--- src/verilog/fcs_pkg.sv ---
package fcs_pkg;
    // ------------------------------------------------------------
    // Widths and timing
    // ------------------------------------------------------------
    localparam int ADDR_W     = 20;
    localparam int DATA_W     = 16;
    localparam int CLK_NS     = 10;
    localparam int T_SETUP_NS = 20;  // Address and chip select before strobe
    localparam int T_PULSE_NS = 40;  // Strobe low time
    localparam int T_HOLD_NS  = 20;  // Address and data after strobe rise
    localparam int SETUP_CYC  = (T_SETUP_NS + CLK_NS - 1) / CLK_NS;
    localparam int PULSE_CYC  = (T_PULSE_NS + CLK_NS - 1) / CLK_NS;
    localparam int HOLD_CYC   = (T_HOLD_NS + CLK_NS - 1) / CLK_NS;
    localparam int CNT_W      = 4;

    // ------------------------------------------------------------
    // Addresses and command bytes
    // ------------------------------------------------------------
    localparam logic [19:0] UNLOCK_A1  = 20'h00555;
    localparam logic [19:0] UNLOCK_A2  = 20'h002aa;
    localparam logic [19:0] CFI_ADDR   = 20'h00055;
    localparam int          SECT_LSB   = 12;
    localparam logic [11:0] SECT_LOW   = 12'h000;
    localparam logic [3:0]  ID_PAD     = 4'h0;
    localparam logic [7:0]  CMD_UNLK1  = 8'haa;
    localparam logic [7:0]  CMD_UNLK2  = 8'h55;
    localparam logic [7:0]  CMD_ID     = 8'h90;
    localparam logic [7:0]  CMD_SECURE = 8'h88;
    localparam logic [7:0]  CMD_PROG   = 8'ha0;
    localparam logic [7:0]  CMD_BYPASS = 8'h20;
    localparam logic [7:0]  CMD_ERASE  = 8'h80;
    localparam logic [7:0]  CMD_CHIP   = 8'h10;
    localparam logic [7:0]  CMD_SECTOR = 8'h30;
    localparam logic [7:0]  CMD_SUSP   = 8'hb0;
    localparam logic [7:0]  CMD_RESUME = 8'h30;
    localparam logic [7:0]  CMD_RESET  = 8'hf0;
    localparam logic [7:0]  CMD_CFI    = 8'h98;
    localparam logic [7:0]  CMD_ZERO   = 8'h00;
    localparam logic [7:0]  UPPER_ZERO = 8'h00;

    // ------------------------------------------------------------
    // Types
    // ------------------------------------------------------------
    typedef enum logic [3:0] {
        OP_READ, OP_RESET, OP_ID_READ, OP_SEC_ENTER, OP_SEC_EXIT, OP_CFI,
        OP_PROGRAM, OP_BYPASS_ENTER, OP_BYPASS_PROGRAM, OP_BYPASS_RESET,
        OP_CHIP_ERASE, OP_SECTOR_ERASE, OP_SUSPEND, OP_RESUME
    } fcs_op_t;

    typedef enum logic [2:0] {
        MD_READ, MD_ID, MD_CFI, MD_BYPASS, MD_SECURED, MD_ERASING, MD_SUSPEND
    } fcs_mode_t;

    typedef struct packed {
        fcs_op_t           op;
        logic [ADDR_W-1:0] addr;
        logic [DATA_W-1:0] data;
    } fcs_cmd_t;

    typedef struct packed {
        logic              ce_n;
        logic              we_n;
        logic              oe_n;
        logic [ADDR_W-1:0] addr;
        logic [DATA_W-1:0] dq_out;
        logic              dq_oe;
    } fcs_pins_t;

    typedef struct packed {
        logic [ADDR_W-1:0] addr;
        logic [DATA_W-1:0] data;
        logic              rd;
        logic              last;
    } fcs_step_t;

    // Command byte in the low lane, upper lane driven as zero
    function automatic logic [DATA_W-1:0] fcs_cb(input logic [7:0] b);
        return {UPPER_ZERO, b};
    endfunction : fcs_cb

    // Bus cycle number i of the sequence for op
    function automatic fcs_step_t fcs_seq(input fcs_op_t op, input logic [2:0] i,
                                          input logic [ADDR_W-1:0] a,
                                          input logic [DATA_W-1:0] d);
        fcs_step_t   s;
        logic [19:0] sect;
        sect = {a[19:SECT_LSB], SECT_LOW};
        s = '{addr: UNLOCK_A1, data: fcs_cb(CMD_UNLK1), rd: 1'b0, last: 1'b0};
        unique case (op)
            OP_READ: s = '{addr: a, data: d, rd: 1'b1, last: 1'b1};
            OP_RESET: s = '{addr: UNLOCK_A1, data: fcs_cb(CMD_RESET), rd: 1'b0, last: 1'b1};
            OP_CFI: s = '{addr: CFI_ADDR, data: fcs_cb(CMD_CFI), rd: 1'b0, last: 1'b1};
            OP_SUSPEND: s = '{addr: UNLOCK_A1, data: fcs_cb(CMD_SUSP), rd: 1'b0, last: 1'b1};
            OP_RESUME: s = '{addr: UNLOCK_A1, data: fcs_cb(CMD_RESUME), rd: 1'b0, last: 1'b1};
            OP_BYPASS_PROGRAM: begin
                if (i == 3'd0) s.data = fcs_cb(CMD_PROG);
                else s = '{addr: a, data: d, rd: 1'b0, last: 1'b1};
            end
            OP_BYPASS_RESET: begin
                s.data = fcs_cb((i == 3'd0) ? CMD_ID : CMD_ZERO);
                s.last = (i != 3'd0);
            end
            default: begin
                unique case (i)
                    3'd0, 3'd3: s.data = fcs_cb(CMD_UNLK1);
                    3'd1, 3'd4: s = '{addr: UNLOCK_A2, data: fcs_cb(CMD_UNLK2),
                                      rd: 1'b0, last: 1'b0};
                    3'd2: begin
                        unique case (op)
                            OP_SEC_ENTER:    s.data = fcs_cb(CMD_SECURE);
                            OP_PROGRAM:      s.data = fcs_cb(CMD_PROG);
                            OP_BYPASS_ENTER: s.data = fcs_cb(CMD_BYPASS);
                            OP_CHIP_ERASE,
                            OP_SECTOR_ERASE: s.data = fcs_cb(CMD_ERASE);
                            default:         s.data = fcs_cb(CMD_ID);
                        endcase
                        s.last = (op == OP_SEC_ENTER) || (op == OP_BYPASS_ENTER);
                    end
                    default: ;
                endcase
                if (i == 3'd3) begin
                    s.last = 1'b1;
                    if (op == OP_ID_READ)
                        s = '{addr: {a[19:SECT_LSB], ID_PAD, a[7:0]}, data: d,
                              rd: 1'b1, last: 1'b1};
                    else if (op == OP_SEC_EXIT)
                        s.data = fcs_cb(CMD_ZERO);
                    else if (op == OP_PROGRAM)
                        s = '{addr: a, data: d, rd: 1'b0, last: 1'b1};
                    else
                        s.last = 1'b0;
                end
                if (i == 3'd5) begin
                    s.last = 1'b1;
                    if (op == OP_SECTOR_ERASE)
                        s = '{addr: sect, data: fcs_cb(CMD_SECTOR), rd: 1'b0, last: 1'b1};
                    else
                        s.data = fcs_cb(CMD_CHIP);
                end
            end
        endcase
        return s;
    endfunction : fcs_seq
endpackage : fcs_pkg

--- src/verilog/fcs_host.sv ---
// Summary of operation
// - Sector chosen by address bits 19..12 only
// - All cycles write except reads, id fourth
// - Host issues F0 reset to leave id/timeout
// - Id entry AA,55,90 then read offsets 0-3
// - Program: AA,55,A0 then data at address
// - Host enters bypass before bypass programs
// - Erase six writes, 10 chip, 30 sector
// - Secured region: enter 88, exit 90,00
`timescale 1ns/1ns
module fcs_host (
    input  wire logic                   core_clk,
    input  wire logic                   rst,
    input  wire logic                   cmd_valid,
    output logic                        cmd_ready,
    input  wire fcs_pkg::fcs_cmd_t      cmd,
    output logic                        resp_valid,
    output logic                        resp_err,
    output logic [fcs_pkg::DATA_W-1:0]  resp_data,
    output fcs_pkg::fcs_pins_t          pins,
    input  wire logic [fcs_pkg::DATA_W-1:0] dq_in,
    input  wire logic                   ready_busy_n,
    output fcs_pkg::fcs_mode_t          mode,
    output logic                        flash_busy
);
    import fcs_pkg::*;

    // ------------------------------------------------------------
    // State
    // ------------------------------------------------------------
    typedef enum logic [2:0] {ST_IDLE, ST_SETUP, ST_PULSE, ST_HOLD} fcs_state_t;

    fcs_state_t       state;
    fcs_cmd_t         cur;
    logic [2:0]       idx;
    logic [CNT_W-1:0] cnt;
    logic             seen_busy;

    fcs_step_t        step;
    logic             legal;
    logic             take;
    logic             cnt_done;
    logic             emb_op;

    // ------------------------------------------------------------
    // Decode
    // ------------------------------------------------------------
    // Host only launches sequences the device would honour; the rest are refused
    // Chip erase stays out of the erasing mode
    always_comb begin
        unique case (cmd.op)
            OP_READ:           legal = (mode != MD_ERASING);
            OP_RESET:          legal = 1'b1;
            OP_ID_READ:        legal = (mode == MD_READ) || (mode == MD_ID)
                                       || (mode == MD_SUSPEND);
            OP_CFI:            legal = (mode == MD_READ) || (mode == MD_ID);
            OP_PROGRAM:        legal = (mode == MD_READ) || (mode == MD_SUSPEND);
            OP_BYPASS_ENTER:   legal = (mode == MD_READ);
            OP_BYPASS_PROGRAM: legal = (mode == MD_BYPASS);
            OP_BYPASS_RESET:   legal = (mode == MD_BYPASS);
            OP_SUSPEND:        legal = (mode == MD_ERASING);
            OP_RESUME:         legal = (mode == MD_SUSPEND);
            OP_SEC_EXIT:       legal = (mode == MD_SECURED);
            default:           legal = (mode == MD_READ);
        endcase
    end

    // Bus stays open in sector erase so suspend can go out
    assign take       = (state == ST_IDLE) && cmd_valid && !flash_busy;
    assign cmd_ready  = (state == ST_IDLE) && !flash_busy;
    assign cnt_done   = (cnt == '0);
    assign step       = fcs_seq(cur.op, idx, cur.addr, cur.data);
    assign flash_busy = !ready_busy_n && (mode != MD_ERASING);

    assign emb_op     = (cur.op == OP_PROGRAM) || (cur.op == OP_BYPASS_PROGRAM)
                        || (cur.op == OP_CHIP_ERASE) || (cur.op == OP_SECTOR_ERASE);

    // ------------------------------------------------------------
    // Bus cycle sequencer
    // ------------------------------------------------------------
    // Address set before the strobe falls and data held past its rise covers both edges
    // Whole-cycle timing is simple but slow
    always_ff @(posedge core_clk) begin
        if (rst) begin
            state      <= ST_IDLE;
            cur        <= '{op: OP_READ, addr: '0, data: '0};
            idx        <= '0;
            cnt        <= '0;
            resp_valid <= 1'b0;
            resp_err   <= 1'b0;
            resp_data  <= '0;
            pins       <= '{ce_n: 1'b1, we_n: 1'b1, oe_n: 1'b1, addr: '0,
                            dq_out: '0, dq_oe: 1'b0};
        end else begin
            // One-cycle answer
            resp_valid <= 1'b0;
            unique case (state)
                // Refusals never touch the bus
                ST_IDLE: begin
                    if (take && legal) begin
                        cur   <= cmd;
                        idx   <= '0;
                        cnt   <= CNT_W'(SETUP_CYC - 1);
                        state <= ST_SETUP;
                    end else if (take) begin
                        resp_valid <= 1'b1;
                        resp_err   <= 1'b1;
                    end
                end

                // Select, address and data lead the strobe
                ST_SETUP: begin
                    pins.ce_n   <= 1'b0;
                    pins.addr   <= step.addr;
                    pins.dq_out <= step.data;
                    pins.dq_oe  <= !step.rd;
                    if (cnt_done) begin
                        cnt   <= CNT_W'(PULSE_CYC - 1);
                        state <= ST_PULSE;
                        pins.we_n <= step.rd;
                        pins.oe_n <= !step.rd;
                    end else begin
                        cnt <= cnt - 1'b1;
                    end
                end

                // Strobe low; read data taken at its end
                ST_PULSE: begin
                    if (cnt_done) begin
                        pins.we_n <= 1'b1;
                        pins.oe_n <= 1'b1;
                        if (step.rd) resp_data <= dq_in;
                        cnt   <= CNT_W'(HOLD_CYC - 1);
                        state <= ST_HOLD;
                    end else begin
                        cnt <= cnt - 1'b1;
                    end
                end

                // Hold, then release or start the next cycle
                ST_HOLD: begin
                    if (cnt_done) begin
                        pins.ce_n  <= 1'b1;
                        pins.dq_oe <= 1'b0;
                        if (step.last) begin
                            resp_valid <= 1'b1;
                            resp_err   <= 1'b0;
                            state      <= ST_IDLE;
                        end else begin
                            idx   <= idx + 1'b1;
                            cnt   <= CNT_W'(SETUP_CYC - 1);
                            state <= ST_SETUP;
                        end
                    end else begin
                        cnt <= cnt - 1'b1;
                    end
                end

                default: state <= ST_IDLE;
            endcase
        end
    end

    // ------------------------------------------------------------
    // Device mode tracking
    // ------------------------------------------------------------
    // Updated when a sequence ends; erase end seen as busy falling then released
    // Host view only; drifts if the device drops a command
    always_ff @(posedge core_clk) begin
        if (rst) begin
            mode      <= MD_READ;
            seen_busy <= 1'b0;
        end else begin
            if (!ready_busy_n) seen_busy <= 1'b1;

            // Only between sequences: a suspend write also raises ready
            if (mode == MD_ERASING && seen_busy && ready_busy_n
                && state == ST_IDLE) begin
                mode      <= MD_READ;
                seen_busy <= 1'b0;
            end

            // Mode follows the sequence that just ended
            if (state == ST_HOLD && cnt_done && step.last) begin
                if (emb_op) seen_busy <= 1'b0;

                unique case (cur.op)
                    OP_RESET:          mode <= (mode == MD_SUSPEND) ? MD_SUSPEND
                                               : MD_READ;
                    // Id from suspend keeps suspend, so reset returns there
                    OP_ID_READ:        mode <= (mode == MD_SUSPEND) ? MD_SUSPEND
                                               : MD_ID;
                    OP_CFI:            mode <= MD_CFI;
                    OP_SEC_ENTER:      mode <= MD_SECURED;
                    OP_SEC_EXIT:       mode <= MD_READ;
                    OP_BYPASS_ENTER:   mode <= MD_BYPASS;
                    OP_BYPASS_RESET:   mode <= MD_READ;
                    OP_SECTOR_ERASE:   mode <= MD_ERASING;
                    OP_SUSPEND:        mode <= MD_SUSPEND;
                    OP_RESUME:         mode <= MD_ERASING;
                    default:           mode <= mode;
                endcase
            end
        end
    end
endmodule : fcs_host

--- config.mk ---
export PLATFORM = sky130hd
export DESIGN_NAME = fcs_host
export DESIGN_NICKNAME = d
export VERILOG_FILES = /design/src/verilog/fcs_pkg.sv /design/src/verilog/fcs_host.sv
export SDC_FILE = /design/constraint.sdc
export NUM_CORES = 1
export LEC_CHECK = 0
export BUFFER_PORTS_ARGS = -buffer_cell sky130_fd_sc_hd__buf_2
export CAP_MARGIN = 0
export CELL_PAD_IN_SITES_DETAIL_PLACEMENT = 1
export CELL_PAD_IN_SITES_GLOBAL_PLACEMENT = 2
export CORE_MARGIN = 5
export CORE_UTILIZATION = 25
export DETAILED_ROUTE_END_ITERATION = 6
export HOLD_SLACK_MARGIN = 0.05
export PLACE_DENSITY = 0.69
export SYNTH_ARGS = -nofsm -noshare
export SYNTH_HDL_FRONTEND = slang
export SYNTH_SLANG_ARGS = --single-unit
--- constraint.sdc ---
create_clock -name core_clk -period 2.85 [get_ports core_clk]
set_input_delay 0.285 -clock core_clk [delete_from_list [all_inputs] [get_ports core_clk]]
set_output_delay 0.285 -clock core_clk [all_outputs]
set_load 0.03 [all_outputs]
==> impl_metrics.json <==
{
  "overflow": 0,
  "die_y_um": 152.7,
  "place.gp.congestion": 0.8234,
  "drive_gt1_frac": 0.2365,
  "grt_usage": 0.1405,
  "critPathCaptureType": "register",
  "dp_hpwl_mm": 12.57,
  "postCtsSetupBuffers": 0,
  "critPathLaunch": "idx[2]$_SDFFE_PP0P_",
  "synth_edf_count": 0,
  "cts-buffers-inserted": 9,
  "cts.repair.resized": 0,
  "io_buffers": 122,
  "tightest_slew_ns": 0.7131,
  "p_leak_nw": 2.870,
  "layout.cells.non_filler": 976,
  "slew_viol_final": 0,
  "synth_ff_type": "dfxtp_1",
  "power_density_nw_per_um2": 782.9,
  "rsz0062_at_grt": "no",
  "post-synth-top-area-fraction": 0.4363,
  "ys_seq_elements": 111,
  "avgSynthCellArea_um2": 8.677,
  "pwr-share-seq": 0.384,
  "fin_util": 0.3136,
  "start_util": 0.2525,
  "viasPerCell": 4.814,
  "drcViolationCount": 0,
  "final_area_um2": 6325,
  "clock_latency_ns": 0.36,
  "finClkSkew_ns": 0.01112,
  "drt_iter0_drc": 219,
  "p_int_w": 0.002978,
  "period_needed_ns": 2.548,
  "drtPass1Iterations": 4,
  "synth_area_leaders": "dfxtp_1 44%, mux2i_1 11%, nor2_1 7.8%",
  "worstHoldPathCells": 3,
  "synth-seq-area-share": 0.4363,
  "async_flop_share": 0,
  "cts_sinks": 111,
  "grt_pass1_vias": 4985,
  "dieArea_um2": 23330,
  "layout.nets": 771,
  "swShare": 0.3986,
  "rr_startpoint": "idx[2]$_SDFFE_PP0P_",
  "worst_hold_slack_ns": 0.1615,
  "max-clock-path-buffers": 2,
  "ys_warn_count": 0,
  "p_sw_w": 0.001974,
  "yosys.cell_types.count": 65,
  "p_comb_frac": 0.368,
  "status": "complete, no violations",
  "ant_nets": 0,
  "r2r_setup_slack_ns": 0.30,
  "fillers": 2437,
  "worstReg2RegEnd": "mode[2]$_SDFFE_PP0P_",
  "core_um2": 20170,
  "dieWidth_um": 152.7,
  "hold_violations": 0,
  "critPathMaxFanout": 10,
  "antenna_cells": 0,
  "grt_max_degree": 78,
  "cts_max_level": 3,
  "wl_per_cell_um": 17.22,
  "finalSetupViolCount": 0,
  "synth_fp_nets": 656,
  "yosysTopAreaCell": "dfxtp_1",
  "cp.arrival_ns": 2.77,
  "vias": 4698,
  "place_area_um2": 6047,
  "min_path_type": "in -> reg",
  "placedCellCount": 961,
  "clockRootBuffer": "clkbuf_16",
  "maxCapViolations": 0,
  "fmax_mhz": 392.5,
  "crit_required_ns": 3.07,
  "slew-limit-headroom": 0.5240,
  "vdd_drop_max_v": 0.0002974,
  "fin_setup_tns_ns": 0,
  "reg2reg_depth": 8,
  "period_share": 0.8941,
  "area_growth_pct": 24.17,
  "cts_tree": "yes",
  "clkTransAtPathRegs_ns": 0.08,
  "p_clk_frac": 0.248,
  "antenna_found_initial": 2,
  "grt_pass1_wl_mm": 26.79,
  "cts_hold_buf": 0,
  "startpoint_type": "register",
  "syn-instance-count": 587,
  "route.final.wire_length_mm": 16.81,
  "path_class": "reg -> reg",
  "io_pins": 123,
  "critical_path.endpoint": "mode[2]$_SDFFE_PP0P_",
  "mappedNetlistArea_um2": 5094,
  "fp-row-count": 52
}
[state kept, by name, summed over array words and instances (netlist names)]
name,count
state,2
cnt,4
cur,40
resp_data,16
resp_valid,1
idx,3
resp_err,1
pins,40
mode,3
seen_busy,1
[power groups by stage]
stage	Clock (W)	Combinational, W	Sequential [W]
floorplan	0	0.000999	0.00215
global placement	0	0.00180	0.00193
detailed placement	0	0.00184	0.00194
CTS	0.00128	0.00185	0.00190
global route	0.00133	0.00199	0.00193
finish	0.00123	0.00182	0.00190
[metal layers]
metal  vias to the layer above  wire length [um]  global-route usage
met5                         -                27                   0
met4                         4               184             0.03606
met3                        15               836             0.03323
met2                        85              8256              0.2398
met1                      2285              7505              0.1787
li1                       2309                 -                   -
[cell usage in the layout (no fill, tap or decap), drive strengths merged, types with 9 or more instances in the layout]
cell type | netlist | final
buf | 13 | 142
dfxtp | 111 | 111
nor2 | 106 | 106
mux2i | 57 | 57
nand2 | 38 | 38
a21oi | 37 | 37
o21ai | 34 | 34
nor3 | 20 | 20
a211oi | 15 | 15
inv | 12 | 15
nand3 | 13 | 13
a22oi | 11 | 11
nand2b | 11 | 11
ha | 9 | 9
clkbuf | 25 | 9
[through the flow]
step,power (W),setup slack [ns]
floorplan,0.003150,0.6168
global placement,0.003728,0.4174
detailed placement,0.003776,0.3276
CTS,0.005033,0.3062
global route,0.005252,0.05363
finish,0.004952,0.3019
[area by class of cell]
| class | instances | area, um^2 | area share |
|---|---|---|---|
| Multi-Input combinational cell | 425 | 2650 | 0.4190 |
| Sequential cell | 111 | 2222 | 0.3513 |
| Timing Repair Buffer | 142 | 788.3 | 0.1246 |
| Tap cell | 270 | 337.8 | 0.05341 |
| Clock buffer | 9 | 225.2 | 0.03561 |
| Clock inverter | 6 | 52.55 | 0.008309 |
| Inverter | 13 | 48.80 | 0.007715 |
[kinds of logic after synthesis]
family,synth area share
simple gates,0.2004
fa+ha+maj,0.02211
xor+xnor,0.001720
mux,0.1164
flops,0.4363
buf+inv,0.04397
compound gates,0.1791
[synth_stat cells (all sizes together) (3+ instances only)]
cell type,instances
nand2b,11
mux2i,57
o21a,3
buf,13
ha,9
a22oi,11
nor2,106
a21oi,37
a211oi,15
clkbuf,25
o32ai,4
o21ai,34
nand2,38
inv,12
nor3,20
o211ai,5
a31oi,4
dfxtp,111
nor2b,7
nand3,13
or3,5
a221oi,5
[critical path, cell delays in order, from the launching register on]
cell	delay, ns
dfxtp_1	0.51
inv_1	0.14
ha_1	0.32
nor4b_1	0.37
o21ai_1	0.22
o2111a_2	0.33
or3_1	0.39
nand2_1	0.08
a211oi_1	0.07
[worst min-delay path by stage]
stage / from / slack, ns / end
floorplan: ready_busy_n / 0.40 / seen_busy$_SDFF_PP0_
global placement: pins[16]$_SDFFE_PP0P_ / 0.44 / pins[16]$_SDFFE_PP0P_
detailed placement: pins[16]$_SDFFE_PP0P_ / 0.45 / pins[16]$_SDFFE_PP0P_
CTS: dq_in[14] / 0.15 / resp_data[14]$_SDFFE_PP0P_
global route: cmd[34] / 0.16 / cur[34]$_SDFFE_PP0P_
finish: dq_in[14] / 0.16 / resp_data[14]$_SDFFE_PP0P_
No activity file was read; power rests on OpenSTA's default activity.
